[config.mk]
export PLATFORM = sky130hd
export DESIGN_NAME = sc_serial_ctrl
export DESIGN_NICKNAME = d
export VERILOG_FILES = /design/src/shared/sc_pkg.sv /design/src/hw/sc_serial_ctrl.sv
export SDC_FILE = /design/constraint.sdc
export NUM_CORES = 1
export LEC_CHECK = 0
export ABC_AREA = 1
export BUFFER_PORTS_ARGS = -buffer_cell sky130_fd_sc_hd__buf_2
export CAP_MARGIN = 10
export CELL_PAD_IN_SITES_DETAIL_PLACEMENT = 0
export CELL_PAD_IN_SITES_GLOBAL_PLACEMENT = 1
export CORE_ASPECT_RATIO = 1.25
export CORE_MARGIN = 3
export CORE_UTILIZATION = 30
export DETAILED_ROUTE_END_ITERATION = 8
export PLACE_DENSITY_LB_ADDON = 0.1
export SLEW_MARGIN = 25
export SYNTH_ARGS = -nofsm -noshare
export SYNTH_HDL_FRONTEND = slang
export SYNTH_SLANG_ARGS = --single-unit
export TNS_END_PERCENT = 10
[constraint.sdc]
create_clock -name clk_i -period 3.57 [get_ports clk_i]
set_input_delay 0.357 -clock clk_i [delete_from_list [all_inputs] [get_ports clk_i]]
set_output_delay 0.357 -clock clk_i [all_outputs]
set_load 0.05 [all_outputs]
[src/shared/sc_pkg.sv]
/*
 Register map, field positions, reset values and timing counts for the
 serial control and status block. Assumes a 32-bit classic Wishbone bus
 with byte addresses, 8-bit registers in the low byte lane and a 16-bit baud divisor in the low two lanes.
*/
// Function
// - transmit-empty flag with its enable raises transmitter interrupt
// - transmit-done flag with its enable raises transmitter interrupt
// - receive-full or line-quiet flag with enable raises receiver interrupt
// - overrun, noise, framing or parity flag with enable raises error request
// - reset clears all interrupt enables, tx_on, rx_on, standby, send_brk
// - enabling transmitter first sends 10 or 11 ones as preamble
// - disabling transmitter finishes current character, then line idles high
// - off-then-on during a character queues one idle character afterwards
// - disabling receiver stops reception, receiver flags stay as they are
// - standby suppresses receiver interrupts; chosen wake event clears it
// - break bit pulse sends one break plus a one; held sends breaks back to back
// - received ninth bit: bit 8 in 9-bit mode, bit 7 copy otherwise, no reset
// - transmit ninth bit loads with the data; reset clears it
// - tx empty sets on hand-over, clears by status read then data write
// - tx done set when empty and nothing sent; clears once something is queued
// - rx full sets on transfer, clears by status read then data read
// - line quiet after 10/11 ones, armed only by a fresh received character
// - overrun keeps old data, drops new, clears by seen status then data read
// - noise and parity flags set on detection, cleared by status then data read
// - framing flag set on zero stop bit, cleared by status then data read
// - module off forces tx empty and tx done high, masks transmitter interrupts
// - wake method: 1 address mark in msb, 0 idle line
`default_nettype none
package sc_pkg;
   // byte addresses, one word each
   localparam logic [7:0]  ADR_CTRL1  = 8'h00;
   localparam logic [7:0]  ADR_CTRL2  = 8'h04;
   localparam logic [7:0]  ADR_CTRL3  = 8'h08;
   localparam logic [7:0]  ADR_STAT1  = 8'h0c;
   localparam logic [7:0]  ADR_DATA   = 8'h10;
   localparam logic [7:0]  ADR_BAUD   = 8'h14;
   // control one fields
   localparam int C1_MODON = 6;
   localparam int C1_MODE9 = 4;
   localparam int C1_WAKEA = 3;
   localparam int C1_PAREN = 1;
   localparam int C1_PARODD = 0;
   // control two fields
   localparam int C2_TXEIE = 7;
   localparam int C2_TX_DONE_IRQ_ON  = 6;
   localparam int C2_RXFIE = 5;
   localparam int C2_QIE   = 4;
   localparam int C2_TXON  = 3;
   localparam int C2_RXON  = 2;
   localparam int C2_STBY  = 1;
   localparam int C2_BRK   = 0;
   // control three fields, error enables in bits 3..0
   localparam int C3_RX9 = 7;
   localparam int C3_TX9 = 6;
   // reset values
   localparam logic [7:0]  CTRL1_RST = 8'h00;
   localparam logic [7:0]  CTRL2_RST = 8'h00;
   localparam logic [15:0] BAUD_RST  = 16'h0015;
   // oversampling and character timing
   localparam logic [3:0]  OS_LAST   = 4'hf;
   localparam logic [3:0]  SMP_A     = 4'h7;
   localparam logic [3:0]  SMP_B     = 4'h8;
   localparam logic [3:0]  SMP_C     = 4'h9;
   localparam logic [3:0]  CHAR8     = 4'ha;
   localparam logic [3:0]  CHAR9     = 4'hb;
   localparam logic [7:0]  IDLE8     = 8'h9f;
   localparam logic [7:0]  IDLE9     = 8'haf;
endpackage
`default_nettype wire

[src/hw/sc_serial_ctrl.sv]
/*
 Serial control and status logic: register file on classic Wishbone,
 transmitter with preamble and break, oversampling receiver, status flags
 and three interrupt request outputs. Assumes txd_o/rxd_i go to pins and
 rxd_i is asynchronous to clk_i.
*/
`timescale 1ns/1ps
`default_nettype none
module sc_serial_ctrl (
   input  wire logic        clk_i,      // 40 MHz clock
   input  wire logic        rst_i,      // sync reset, high
   input  wire logic        wb_cyc_i,   // bus cycle
   input  wire logic        wb_stb_i,   // strobe
   input  wire logic        wb_we_i,    // write
   input  wire logic [7:0]  wb_adr_i,   // byte address
   input  wire logic [3:0]  wb_sel_i,   // byte lanes
   input  wire logic [31:0] wb_dat_i,   // write data
   output logic      [31:0] wb_dat_o,   // read data
   output logic             wb_ack_o,   // acknowledge
   input  wire logic        rxd_i,      // serial in, async
   output logic             txd_o,      // serial out
   output logic             tx_irq_o,   // transmitter request
   output logic             rx_irq_o,   // receiver request
   output logic             err_irq_o   // error request
);
   typedef enum logic {TX_IDLE, TX_SEND} sc_tx_t;
   typedef enum logic {RX_IDLE, RX_BITS} sc_rx_t;
   typedef struct packed {
      logic        ack;
      logic [31:0] dat;
      logic        txd;
      logic        tx_irq;
      logic        rx_irq;
      logic        err_irq;
      logic [7:0]  c1;
      logic [7:0]  c2;
      logic        tx9;
      logic [3:0]  eie;
      logic        rx9;
      logic        txe;
      logic        tc;
      logic        full;
      logic        quiet;
      logic        ovr;
      logic        nse;
      logic        fe;
      logic        pe;
      logic        arm_txe;
      logic [5:0]  arm_rx;
      logic [15:0] div;
      logic [15:0] osc;
      logic [7:0]  txbuf;
      logic [7:0]  rxbuf;
      sc_tx_t      txs;
      logic [10:0] tsh;
      logic [3:0]  tcnt;
      logic [3:0]  tph;
      logic        pre;
      logic        tail;
      logic        rx_m;
      logic        rx_s;
      sc_rx_t      rxs;
      logic [3:0]  rph;
      logic [3:0]  ridx;
      logic [1:0]  smp;
      logic [8:0]  rsh;
      logic        nz;
      logic [7:0]  icnt;
      logic        qarm;
   } sc_st_t;

   sc_st_t s_r;
   sc_st_t s_nxt;

   // parity over nine bits, odd selects odd sense
   function automatic logic sc_par(input logic [8:0] v, input logic odd);
      sc_par = (^v) ^ odd;
   endfunction

   // one state register, everything else is next-state logic
   always_ff @(posedge clk_i) begin
      s_r <= s_nxt;
   end

   assign wb_dat_o  = s_r.dat;
   assign wb_ack_o  = s_r.ack;
   assign txd_o     = s_r.txd;
   assign tx_irq_o  = s_r.tx_irq;
   assign rx_irq_o  = s_r.rx_irq;
   assign err_irq_o = s_r.err_irq;

   always_comb begin
      logic       req;
      logic       wr;
      logic       rd;
      logic       mod_on;
      logic       m9;
      logic       os_tick;
      logic       bit_tick;
      logic       free;
      logic [3:0] clen;
      logic [7:0] deff;
      logic       b8;
      logic [2:0] sv;
      logic       vote;
      logic [8:0] d9;
      logic       msb;
      logic       perr;
      logic       brk_go;
      req      = 1'b0;
      wr       = 1'b0;
      rd       = 1'b0;
      mod_on   = 1'b0;
      m9       = 1'b0;
      os_tick  = 1'b0;
      bit_tick = 1'b0;
      free     = 1'b0;
      clen     = sc_pkg::CHAR8;
      deff     = 8'h00;
      b8       = 1'b0;
      sv       = 3'h0;
      vote     = 1'b0;
      d9       = 9'h000;
      msb      = 1'b0;
      perr     = 1'b0;
      brk_go   = 1'b0;
      s_nxt    = s_r;

      // bus slave: one wait state, ack drops the cycle after
      req       = wb_cyc_i & wb_stb_i & ~s_r.ack;
      wr        = req & wb_we_i;
      rd        = req & ~wb_we_i;
      s_nxt.ack = req;
      if (rd) begin
         s_nxt.dat = 32'h0000_0000;
         case (wb_adr_i)
            sc_pkg::ADR_CTRL1: s_nxt.dat[7:0] = s_r.c1;
            sc_pkg::ADR_CTRL2: s_nxt.dat[7:0] = s_r.c2;
            sc_pkg::ADR_CTRL3: s_nxt.dat[7:0] = {s_r.rx9, s_r.tx9, 2'b00, s_r.eie};
            sc_pkg::ADR_STAT1: begin
               s_nxt.dat[7:0] = {s_r.txe, s_r.tc, s_r.full, s_r.quiet,
                                 s_r.ovr, s_r.nse, s_r.fe, s_r.pe};
               // remember which flags software has seen set
               s_nxt.arm_txe = s_r.txe;
               s_nxt.arm_rx  = {s_r.full, s_r.quiet, s_r.ovr,
                                s_r.nse, s_r.fe, s_r.pe};
            end
            sc_pkg::ADR_DATA: begin
               s_nxt.dat[7:0] = s_r.rxbuf;
               // second step of the clearing sequence
               if (s_r.arm_rx[5]) s_nxt.full  = 1'b0;
               if (s_r.arm_rx[4]) s_nxt.quiet = 1'b0;
               if (s_r.arm_rx[3]) s_nxt.ovr   = 1'b0;
               if (s_r.arm_rx[2]) s_nxt.nse   = 1'b0;
               if (s_r.arm_rx[1]) s_nxt.fe    = 1'b0;
               if (s_r.arm_rx[0]) s_nxt.pe    = 1'b0;
               s_nxt.arm_rx = 6'h00;
            end
            sc_pkg::ADR_BAUD: s_nxt.dat[15:0] = s_r.div;
            default: s_nxt.dat = 32'h0000_0000;
         endcase
      end
      if (wr && wb_sel_i[0]) begin
         case (wb_adr_i)
            sc_pkg::ADR_CTRL1: s_nxt.c1 = wb_dat_i[7:0];
            sc_pkg::ADR_CTRL2: begin
               s_nxt.c2[7:4] = wb_dat_i[7:4];
               s_nxt.c2[1:0] = wb_dat_i[1:0];
               // tx_on and rx_on only move while the module is on
               if (s_r.c1[sc_pkg::C1_MODON]) begin
                  s_nxt.c2[3:2] = wb_dat_i[3:2];
                  // each rising tx_on queues a preamble or idle
                  if (wb_dat_i[3] && !s_r.c2[sc_pkg::C2_TXON])
                     s_nxt.pre = 1'b1;
                  if (wb_dat_i[2] && !s_r.c2[sc_pkg::C2_RXON])
                     s_nxt.qarm = 1'b0;
               end
            end
            sc_pkg::ADR_CTRL3: begin
               s_nxt.tx9 = wb_dat_i[sc_pkg::C3_TX9];
               s_nxt.eie = wb_dat_i[3:0];
            end
            sc_pkg::ADR_DATA: begin
               s_nxt.txbuf = wb_dat_i[7:0];
               if (s_r.arm_txe) s_nxt.txe = 1'b0;
               s_nxt.arm_txe = 1'b0;
            end
            default: s_nxt.div[7:0] = (wb_adr_i == sc_pkg::ADR_BAUD) ?
                                      wb_dat_i[7:0] : s_r.div[7:0];
         endcase
      end
      if (wr && wb_sel_i[1] && wb_adr_i == sc_pkg::ADR_BAUD)
         s_nxt.div[15:8] = wb_dat_i[15:8];

      // settings shared by both directions; module off acts in the same cycle
      mod_on = s_nxt.c1[sc_pkg::C1_MODON];
      m9     = s_r.c1[sc_pkg::C1_MODE9];
      clen   = m9 ? sc_pkg::CHAR9 : sc_pkg::CHAR8;

      // oversampling tick, sixteen per bit; stopped while off
      if (!mod_on || s_r.osc >= s_r.div) begin
         s_nxt.osc = 16'h0000;
         os_tick   = mod_on;
      end else begin
         s_nxt.osc = s_r.osc + 16'h0001;
      end

      // transmitter bit timing
      if (os_tick && s_r.txs == TX_SEND) begin
         s_nxt.tph = s_r.tph + 4'h1;
         bit_tick  = (s_r.tph == sc_pkg::OS_LAST);
      end
      if (bit_tick) begin
         s_nxt.tsh  = {1'b1, s_r.tsh[10:1]};
         s_nxt.tcnt = s_r.tcnt - 4'h1;
      end
      // ends the character in progress even when tx_on went low
      free = (s_r.txs == TX_IDLE) || (bit_tick && s_r.tcnt == 4'h1);
      brk_go = s_nxt.c2[sc_pkg::C2_TXON] & s_nxt.c2[sc_pkg::C2_BRK];

      // frame content, parity takes the msb position
      deff = s_nxt.txbuf;
      b8   = s_nxt.tx9;
      if (s_nxt.c1[sc_pkg::C1_PAREN]) begin
         if (m9) b8 = sc_par({1'b0, deff}, s_nxt.c1[sc_pkg::C1_PARODD]);
         else deff[7] = sc_par({2'b00, deff[6:0]}, s_nxt.c1[sc_pkg::C1_PARODD]);
      end

      // next job: break beats tail, preamble and data
      if (free && mod_on) begin
         s_nxt.tph = 4'h0;
         if (brk_go) begin
            s_nxt.txs  = TX_SEND;
            s_nxt.tsh  = 11'h000;
            s_nxt.tcnt = clen;
            s_nxt.tail = 1'b1;
            s_nxt.pre  = 1'b0;
         end else if (s_nxt.tail) begin
            s_nxt.txs  = TX_SEND;
            s_nxt.tsh  = 11'h7ff;
            s_nxt.tcnt = 4'h1;
            s_nxt.tail = 1'b0;
         end else if (s_nxt.pre && s_nxt.c2[sc_pkg::C2_TXON]) begin
            s_nxt.txs  = TX_SEND;
            s_nxt.tsh  = 11'h7ff;
            s_nxt.tcnt = clen;
            s_nxt.pre  = 1'b0;
         // data leaves only once software has cleared tx_empty
         end else if (s_nxt.c2[sc_pkg::C2_TXON] && !s_nxt.txe) begin
            s_nxt.txs  = TX_SEND;
            s_nxt.tsh  = m9 ? {1'b1, b8, deff, 1'b0} : {2'b11, deff, 1'b0};
            s_nxt.tcnt = clen;
            s_nxt.txe  = 1'b1;
         end else begin
            s_nxt.txs  = TX_IDLE;
         end
      end
      if (!mod_on) begin
         s_nxt.txs = TX_IDLE;
         s_nxt.txe = 1'b1;
      end
      // idle line is high
      s_nxt.txd = (s_nxt.txs == TX_SEND) ? s_nxt.tsh[0] : 1'b1;
      s_nxt.tc  = s_nxt.txe && s_nxt.txs == TX_IDLE && !s_nxt.tail &&
                  !(s_nxt.pre && s_nxt.c2[sc_pkg::C2_TXON]) && !brk_go;
      if (!mod_on) s_nxt.tc = 1'b1;

      // receive pin synchroniser
      s_nxt.rx_m = rxd_i;
      s_nxt.rx_s = s_r.rx_m;

      // idle counter: oversampling ticks of high line between characters
      if (s_r.rx_s == 1'b0 || s_r.rxs == RX_BITS || !s_r.c2[sc_pkg::C2_RXON]) begin
         s_nxt.icnt = 8'h00;
      end else if (os_tick) begin
         if (s_r.icnt != 8'hff) s_nxt.icnt = s_r.icnt + 8'h01;
         if (s_r.icnt == (m9 ? sc_pkg::IDLE9 : sc_pkg::IDLE8)) begin
            if (s_r.qarm) begin
               s_nxt.quiet = 1'b1;
               s_nxt.qarm  = 1'b0;
            end
            if (!s_r.c1[sc_pkg::C1_WAKEA])
               s_nxt.c2[sc_pkg::C2_STBY] = 1'b0;
         end
      end

      // receiver, majority of three samples near mid-bit
      if (!s_r.c2[sc_pkg::C2_RXON]) begin
         s_nxt.rxs = RX_IDLE;
      end else if (os_tick) begin
         case (s_r.rxs)
            RX_IDLE: begin
               if (!s_r.rx_s) begin
                  s_nxt.rxs  = RX_BITS;
                  s_nxt.rph  = 4'h0;
                  s_nxt.ridx = 4'h0;
                  s_nxt.nz   = 1'b0;
               end
            end
            RX_BITS: begin
               s_nxt.rph = s_r.rph + 4'h1;
               if (s_r.rph == sc_pkg::SMP_A || s_r.rph == sc_pkg::SMP_B)
                  s_nxt.smp = {s_r.smp[0], s_r.rx_s};
               if (s_r.rph == sc_pkg::SMP_C) begin
                  sv   = {s_r.smp, s_r.rx_s};
                  vote = (sv[0] & sv[1]) | (sv[0] & sv[2]) | (sv[1] & sv[2]);
                  s_nxt.nz   = s_r.nz | ~((&sv) | ~(|sv));
                  s_nxt.ridx = s_r.ridx + 4'h1;
                  // a high start sample is a glitch, go back to hunting
                  if (s_r.ridx == 4'h0 && vote) begin
                     s_nxt.rxs = RX_IDLE;
                  end else if (s_r.ridx == clen - 4'h1) begin
                     s_nxt.rxs = RX_IDLE;
                     d9   = m9 ? s_r.rsh : {1'b0, s_r.rsh[8:1]};
                     msb  = m9 ? d9[8] : d9[7];
                     perr = s_r.c1[sc_pkg::C1_PAREN] &&
                            sc_par(m9 ? d9 : {1'b0, d9[7:0]}, s_r.c1[sc_pkg::C1_PARODD]);
                     if (s_r.c2[sc_pkg::C2_STBY] && s_r.c1[sc_pkg::C1_WAKEA] && msb)
                        s_nxt.c2[sc_pkg::C2_STBY] = 1'b0;
                     // standby swallows the character and leaves every flag alone
                     if (s_nxt.c2[sc_pkg::C2_STBY]) begin
                        s_nxt.nz = 1'b0;
                     end else if (s_r.full) begin
                        s_nxt.ovr = 1'b1;
                     end else begin
                        s_nxt.rxbuf = d9[7:0];
                        s_nxt.rx9   = m9 ? d9[8] : d9[7];
                        s_nxt.full  = 1'b1;
                        s_nxt.qarm  = 1'b1;
                        if (s_nxt.nz) s_nxt.nse = 1'b1;
                        if (!vote) s_nxt.fe = 1'b1;
                        if (perr) s_nxt.pe = 1'b1;
                     end
                  end else begin
                     s_nxt.rsh = {vote, s_r.rsh[8:1]};
                  end
               end
            end
            default: s_nxt.rxs = RX_IDLE;
         endcase
      end

      // interrupt requests, registered
      s_nxt.tx_irq = mod_on &&
                     ((s_nxt.txe && s_nxt.c2[sc_pkg::C2_TXEIE]) ||
                      (s_nxt.tc && s_nxt.c2[sc_pkg::C2_TX_DONE_IRQ_ON]));
      s_nxt.rx_irq = !s_nxt.c2[sc_pkg::C2_STBY] &&
                     ((s_nxt.full && s_nxt.c2[sc_pkg::C2_RXFIE]) ||
                      (s_nxt.quiet && s_nxt.c2[sc_pkg::C2_QIE]));
      s_nxt.err_irq = |({s_nxt.ovr, s_nxt.nse, s_nxt.fe, s_nxt.pe} & s_nxt.eie);

      // reset keeps received data and the received ninth bit
      if (rst_i) begin
         s_nxt       = '0;
         s_nxt.c1    = sc_pkg::CTRL1_RST;
         s_nxt.c2    = sc_pkg::CTRL2_RST;
         s_nxt.txd   = 1'b1;
         s_nxt.txe   = 1'b1;
         s_nxt.tc    = 1'b1;
         s_nxt.div   = sc_pkg::BAUD_RST;
         s_nxt.txs   = TX_IDLE;
         s_nxt.rxs   = RX_IDLE;
         s_nxt.tsh   = 11'h7ff;
         s_nxt.rx_m  = 1'b1;
         s_nxt.rx_s  = 1'b1;
         s_nxt.rx9   = s_r.rx9;
         s_nxt.txbuf = s_r.txbuf;
         s_nxt.rxbuf = s_r.rxbuf;
      end
   end
endmodule
`default_nettype wire

==> impl_metrics.json <==
{
  "status": "completed",
  "grt_max_degree": 56,
  "p_total_mw": 4.043,
  "holdPathStages": 2,
  "syn_area_um2": 8342,
  "ys_top_cells_by_area": "dfxtp_1 34%, nand2_1 10%, inv_1 7.8%",
  "cp.arrival_ps": 3130,
  "die_w_um": 155.1,
  "rsz0062_at_grt": "no",
  "ios": 87,
  "p_leak_nw": 4.034,
  "end_kind": "flop",
  "dieHeight_um": 192.4,
  "start_util_pct": 30.81,
  "track_usage_pct": 16.14,
  "synth.most_common_cell": "nand2_1",
  "antenna_found_initial": 0,
  "critPathLaunchType": "flop",
  "min-delay-start": "rxd_i",
  "synth_common_cells": "223 x nand2_1, 173 x inv_1, 143 x dfxtp_1, 97 x a21oi_1, 95 x o21ai_0",
  "post-route-period-util_pct": 79.11,
  "drtIter0Drc": 307,
  "avgSynthCellArea_um2": 7.317,
  "synth_seq_cells": 160,
  "postSynth.asyncResetShare_pct": 0,
  "tritoncts": "done",
  "grt_pass1_wl_um": 37530,
  "synth_cells": 1140,
  "slew_violations": 0,
  "n_antenna_cell": 0,
  "required_ps": 3880,
  "cts_max_level": 4,
  "ant_nets": 0,
  "cts_resized": 0,
  "clk_latency_ps": 430,
  "min_to": "s_r[31]",
  "dr_total_vias": 7082,
  "critPathMaxFanout": 17,
  "timing.rr.start": "s_r[101]",
  "path_clk_slew_ps": 70,
  "syn_to_final_growth_pct": 13.44,
  "tightest_slew_ps": 1002,
  "fin_skew_ps": 11.59,
  "remaining_drc_errors": 0,
  "yosys.area_share.xor_xnor_pct": 1.365,
  "peakVddDrop_v": 0.0002985,
  "synthFlopType": "dfxtp_1",
  "powerDensity_nw_per_um2": 427.3,
  "synth_top_family_by_area": "simple AND/OR/NAND/NOR gates",
  "r2r_end": "s_r[50]",
  "cts_num_sinks": 160,
  "worstRegToRegCells": 16,
  "viasPerCell": 4.602,
  "hold_buffers": 0,
  "first_pass_iters": 4,
  "dpl.hpwl_um": 17810,
  "drt-total-wl_um": 23440,
  "yosysUniqueCellTypes": 56,
  "drive_above_1_share_pct": 12.90,
  "grt_pass1_vias": 6874,
  "utilization_pct": 34.95,
  "hold_class": "primary input to flop",
  "synth-simple-area-share_pct": 23.25,
  "ctsLongestPathBuffers": 2,
  "synth.top_cell.area_share_pct": 34.32,
  "wl_per_cell_um": 15.23,
  "fillers": 2974,
  "max_cap_viol_count": 0,
  "num_rows": 67,
  "synthMuxAreaShare_pct": 0.2400,
  "nets": 1257,
  "cts_setup_buffers": 0,
  "final-setup-viol-count": 0,
  "max_freq_mhz": 354.1,
  "synth_edf_count": 17,
  "multi_input_area_um2": 3958,
  "grt.overflow.total": 0,
  "dieArea_um2": 29860,
  "synth_top_area_cell": "dfxtp_1",
  "numCtsBuffers": 17,
  "port_buffers": 52,
  "synth-warning-count": 0,
  "regToRegSetupSlack_ps": 750,
  "final.min_clock_period_ps": 2824,
  "synth_fa_ha_area_share_pct": 3.900,
  "synth_compound_area_share_pct": 17.97,
  "fin_tns_setup_ps": 0,
  "crit_type": "flop to flop",
  "core_area_um2": 27080,
  "seq_area_um2": 3373,
  "timing.slew.headroom_pct": 31.47,
  "hold_viol": 0,
  "synth.yosys.seq_area_share_pct": 40.44,
  "gp_congestion": 0.7565,
  "cts-root-buf": "clkbuf_16"
}
-- through the flow --
stage | worst slack, ps | std cells | cell area (µm²) | hold slack [ps]
final | 745.9 | 1539 | 9463 | 113.6
after global routing | 398.0 | 1539 | 9463 | 105.3
after detailed placement | 652.7 | 1507 | 8828 | 399.2
after floorplan | 915.8 | 1155 | 8398 | 389.5
after global placement | 672.3 | 1507 | 8828 | 396.9
after CTS | 639.6 | 1539 | 9463 | 93.87
-- critical path, cell delays in order (launching register included) --
cell	delay (ps)
dfxtp_1	360
inv_1	50
ha_1	300
a21oi_1	150
o21ai_0	100
nor2_1	340
nand2_1	170
nand2_4	140
nor2_4	60
nand2_2	130
clkinv_1	390
nand2_1	160
nand2_1	80
o21ai_2	120
inv_1	40
nand2_1	50
nand2_1	40
-- how the worst max path moves through the flow --
stage | endpoint | slack, ps | cells after the start | start
global route | s_r[50] | 400 | 16 | s_r[101]
floorplan | s_r[117] | 920 | 11 | wb_ack_o
global placement | s_r[50] | 670 | 16 | s_r[101]
detailed placement | s_r[50] | 650 | 16 | s_r[101]
finish | s_r[50] | 750 | 16 | s_r[101]
CTS | s_r[50] | 640 | 16 | s_r[101]
-- layout make-up --
type	count	share of cell area, %
Inverter	182	7.246
Tap cell	345	4.562
Multi-Input combinational cell	752	41.82
Clock buffer	18	4.535
Sequential cell	160	35.65
Timing Repair Buffer	68	4.020
Clock inverter	14	2.168
-- where the power goes --
group          total (mW)  leakage, nW  switching, mW  internal [mW]
sequential           1.83         1.33        0.00561           1.83
combinational       0.211         2.40          0.163         0.0478
clock                2.00        0.308          0.812           1.19
total                4.04         4.03          0.981           3.06
-- cells by family after synthesis --
family / count (synthesis)
multiplexers: 2
AO/OA/AOI/OAI: 263
flip-flops: 160
adder cells (fa/ha/maj): 26
XOR/XNOR: 13
other: 1
AND/OR/NAND/NOR: 432
buffers and inverters: 243
-- flip-flops by register name, indices dropped and copies added, names as in the netlist --
signal	flops
err_irq_o	1
rx_irq_o	1
s_r	139
tx_irq_o	1
txd_o	1
wb_ack_o	1
wb_dat_o	16
-- layer usage --
| metal | vias to the layer above | part of all wire (%) | GRT usage (%) |
|---|---|---|---|
| li1 | 3745 | - | - |
| met5 | - | 0 | 0 |
| met1 | 3254 | 46 | 20.47 |
| met3 | 14 | 2.2 | 2.714 |
| met4 | 0 | 1.1 | 4.145 |
| met2 | 69 | 50 | 28.41 |
-- cells in the final DEF, fill, tap and decap left out, drive strengths merged, types with 18 or more instances in the layout --
cell / count
clkbuf: 18
inv: 185
a21oi: 99
nand2: 235
buf: 68
o21ai: 114
dfxtp: 143
ha: 26
nor2: 103
nand3: 39
No activity file was read; power rests on OpenSTA's default activity.
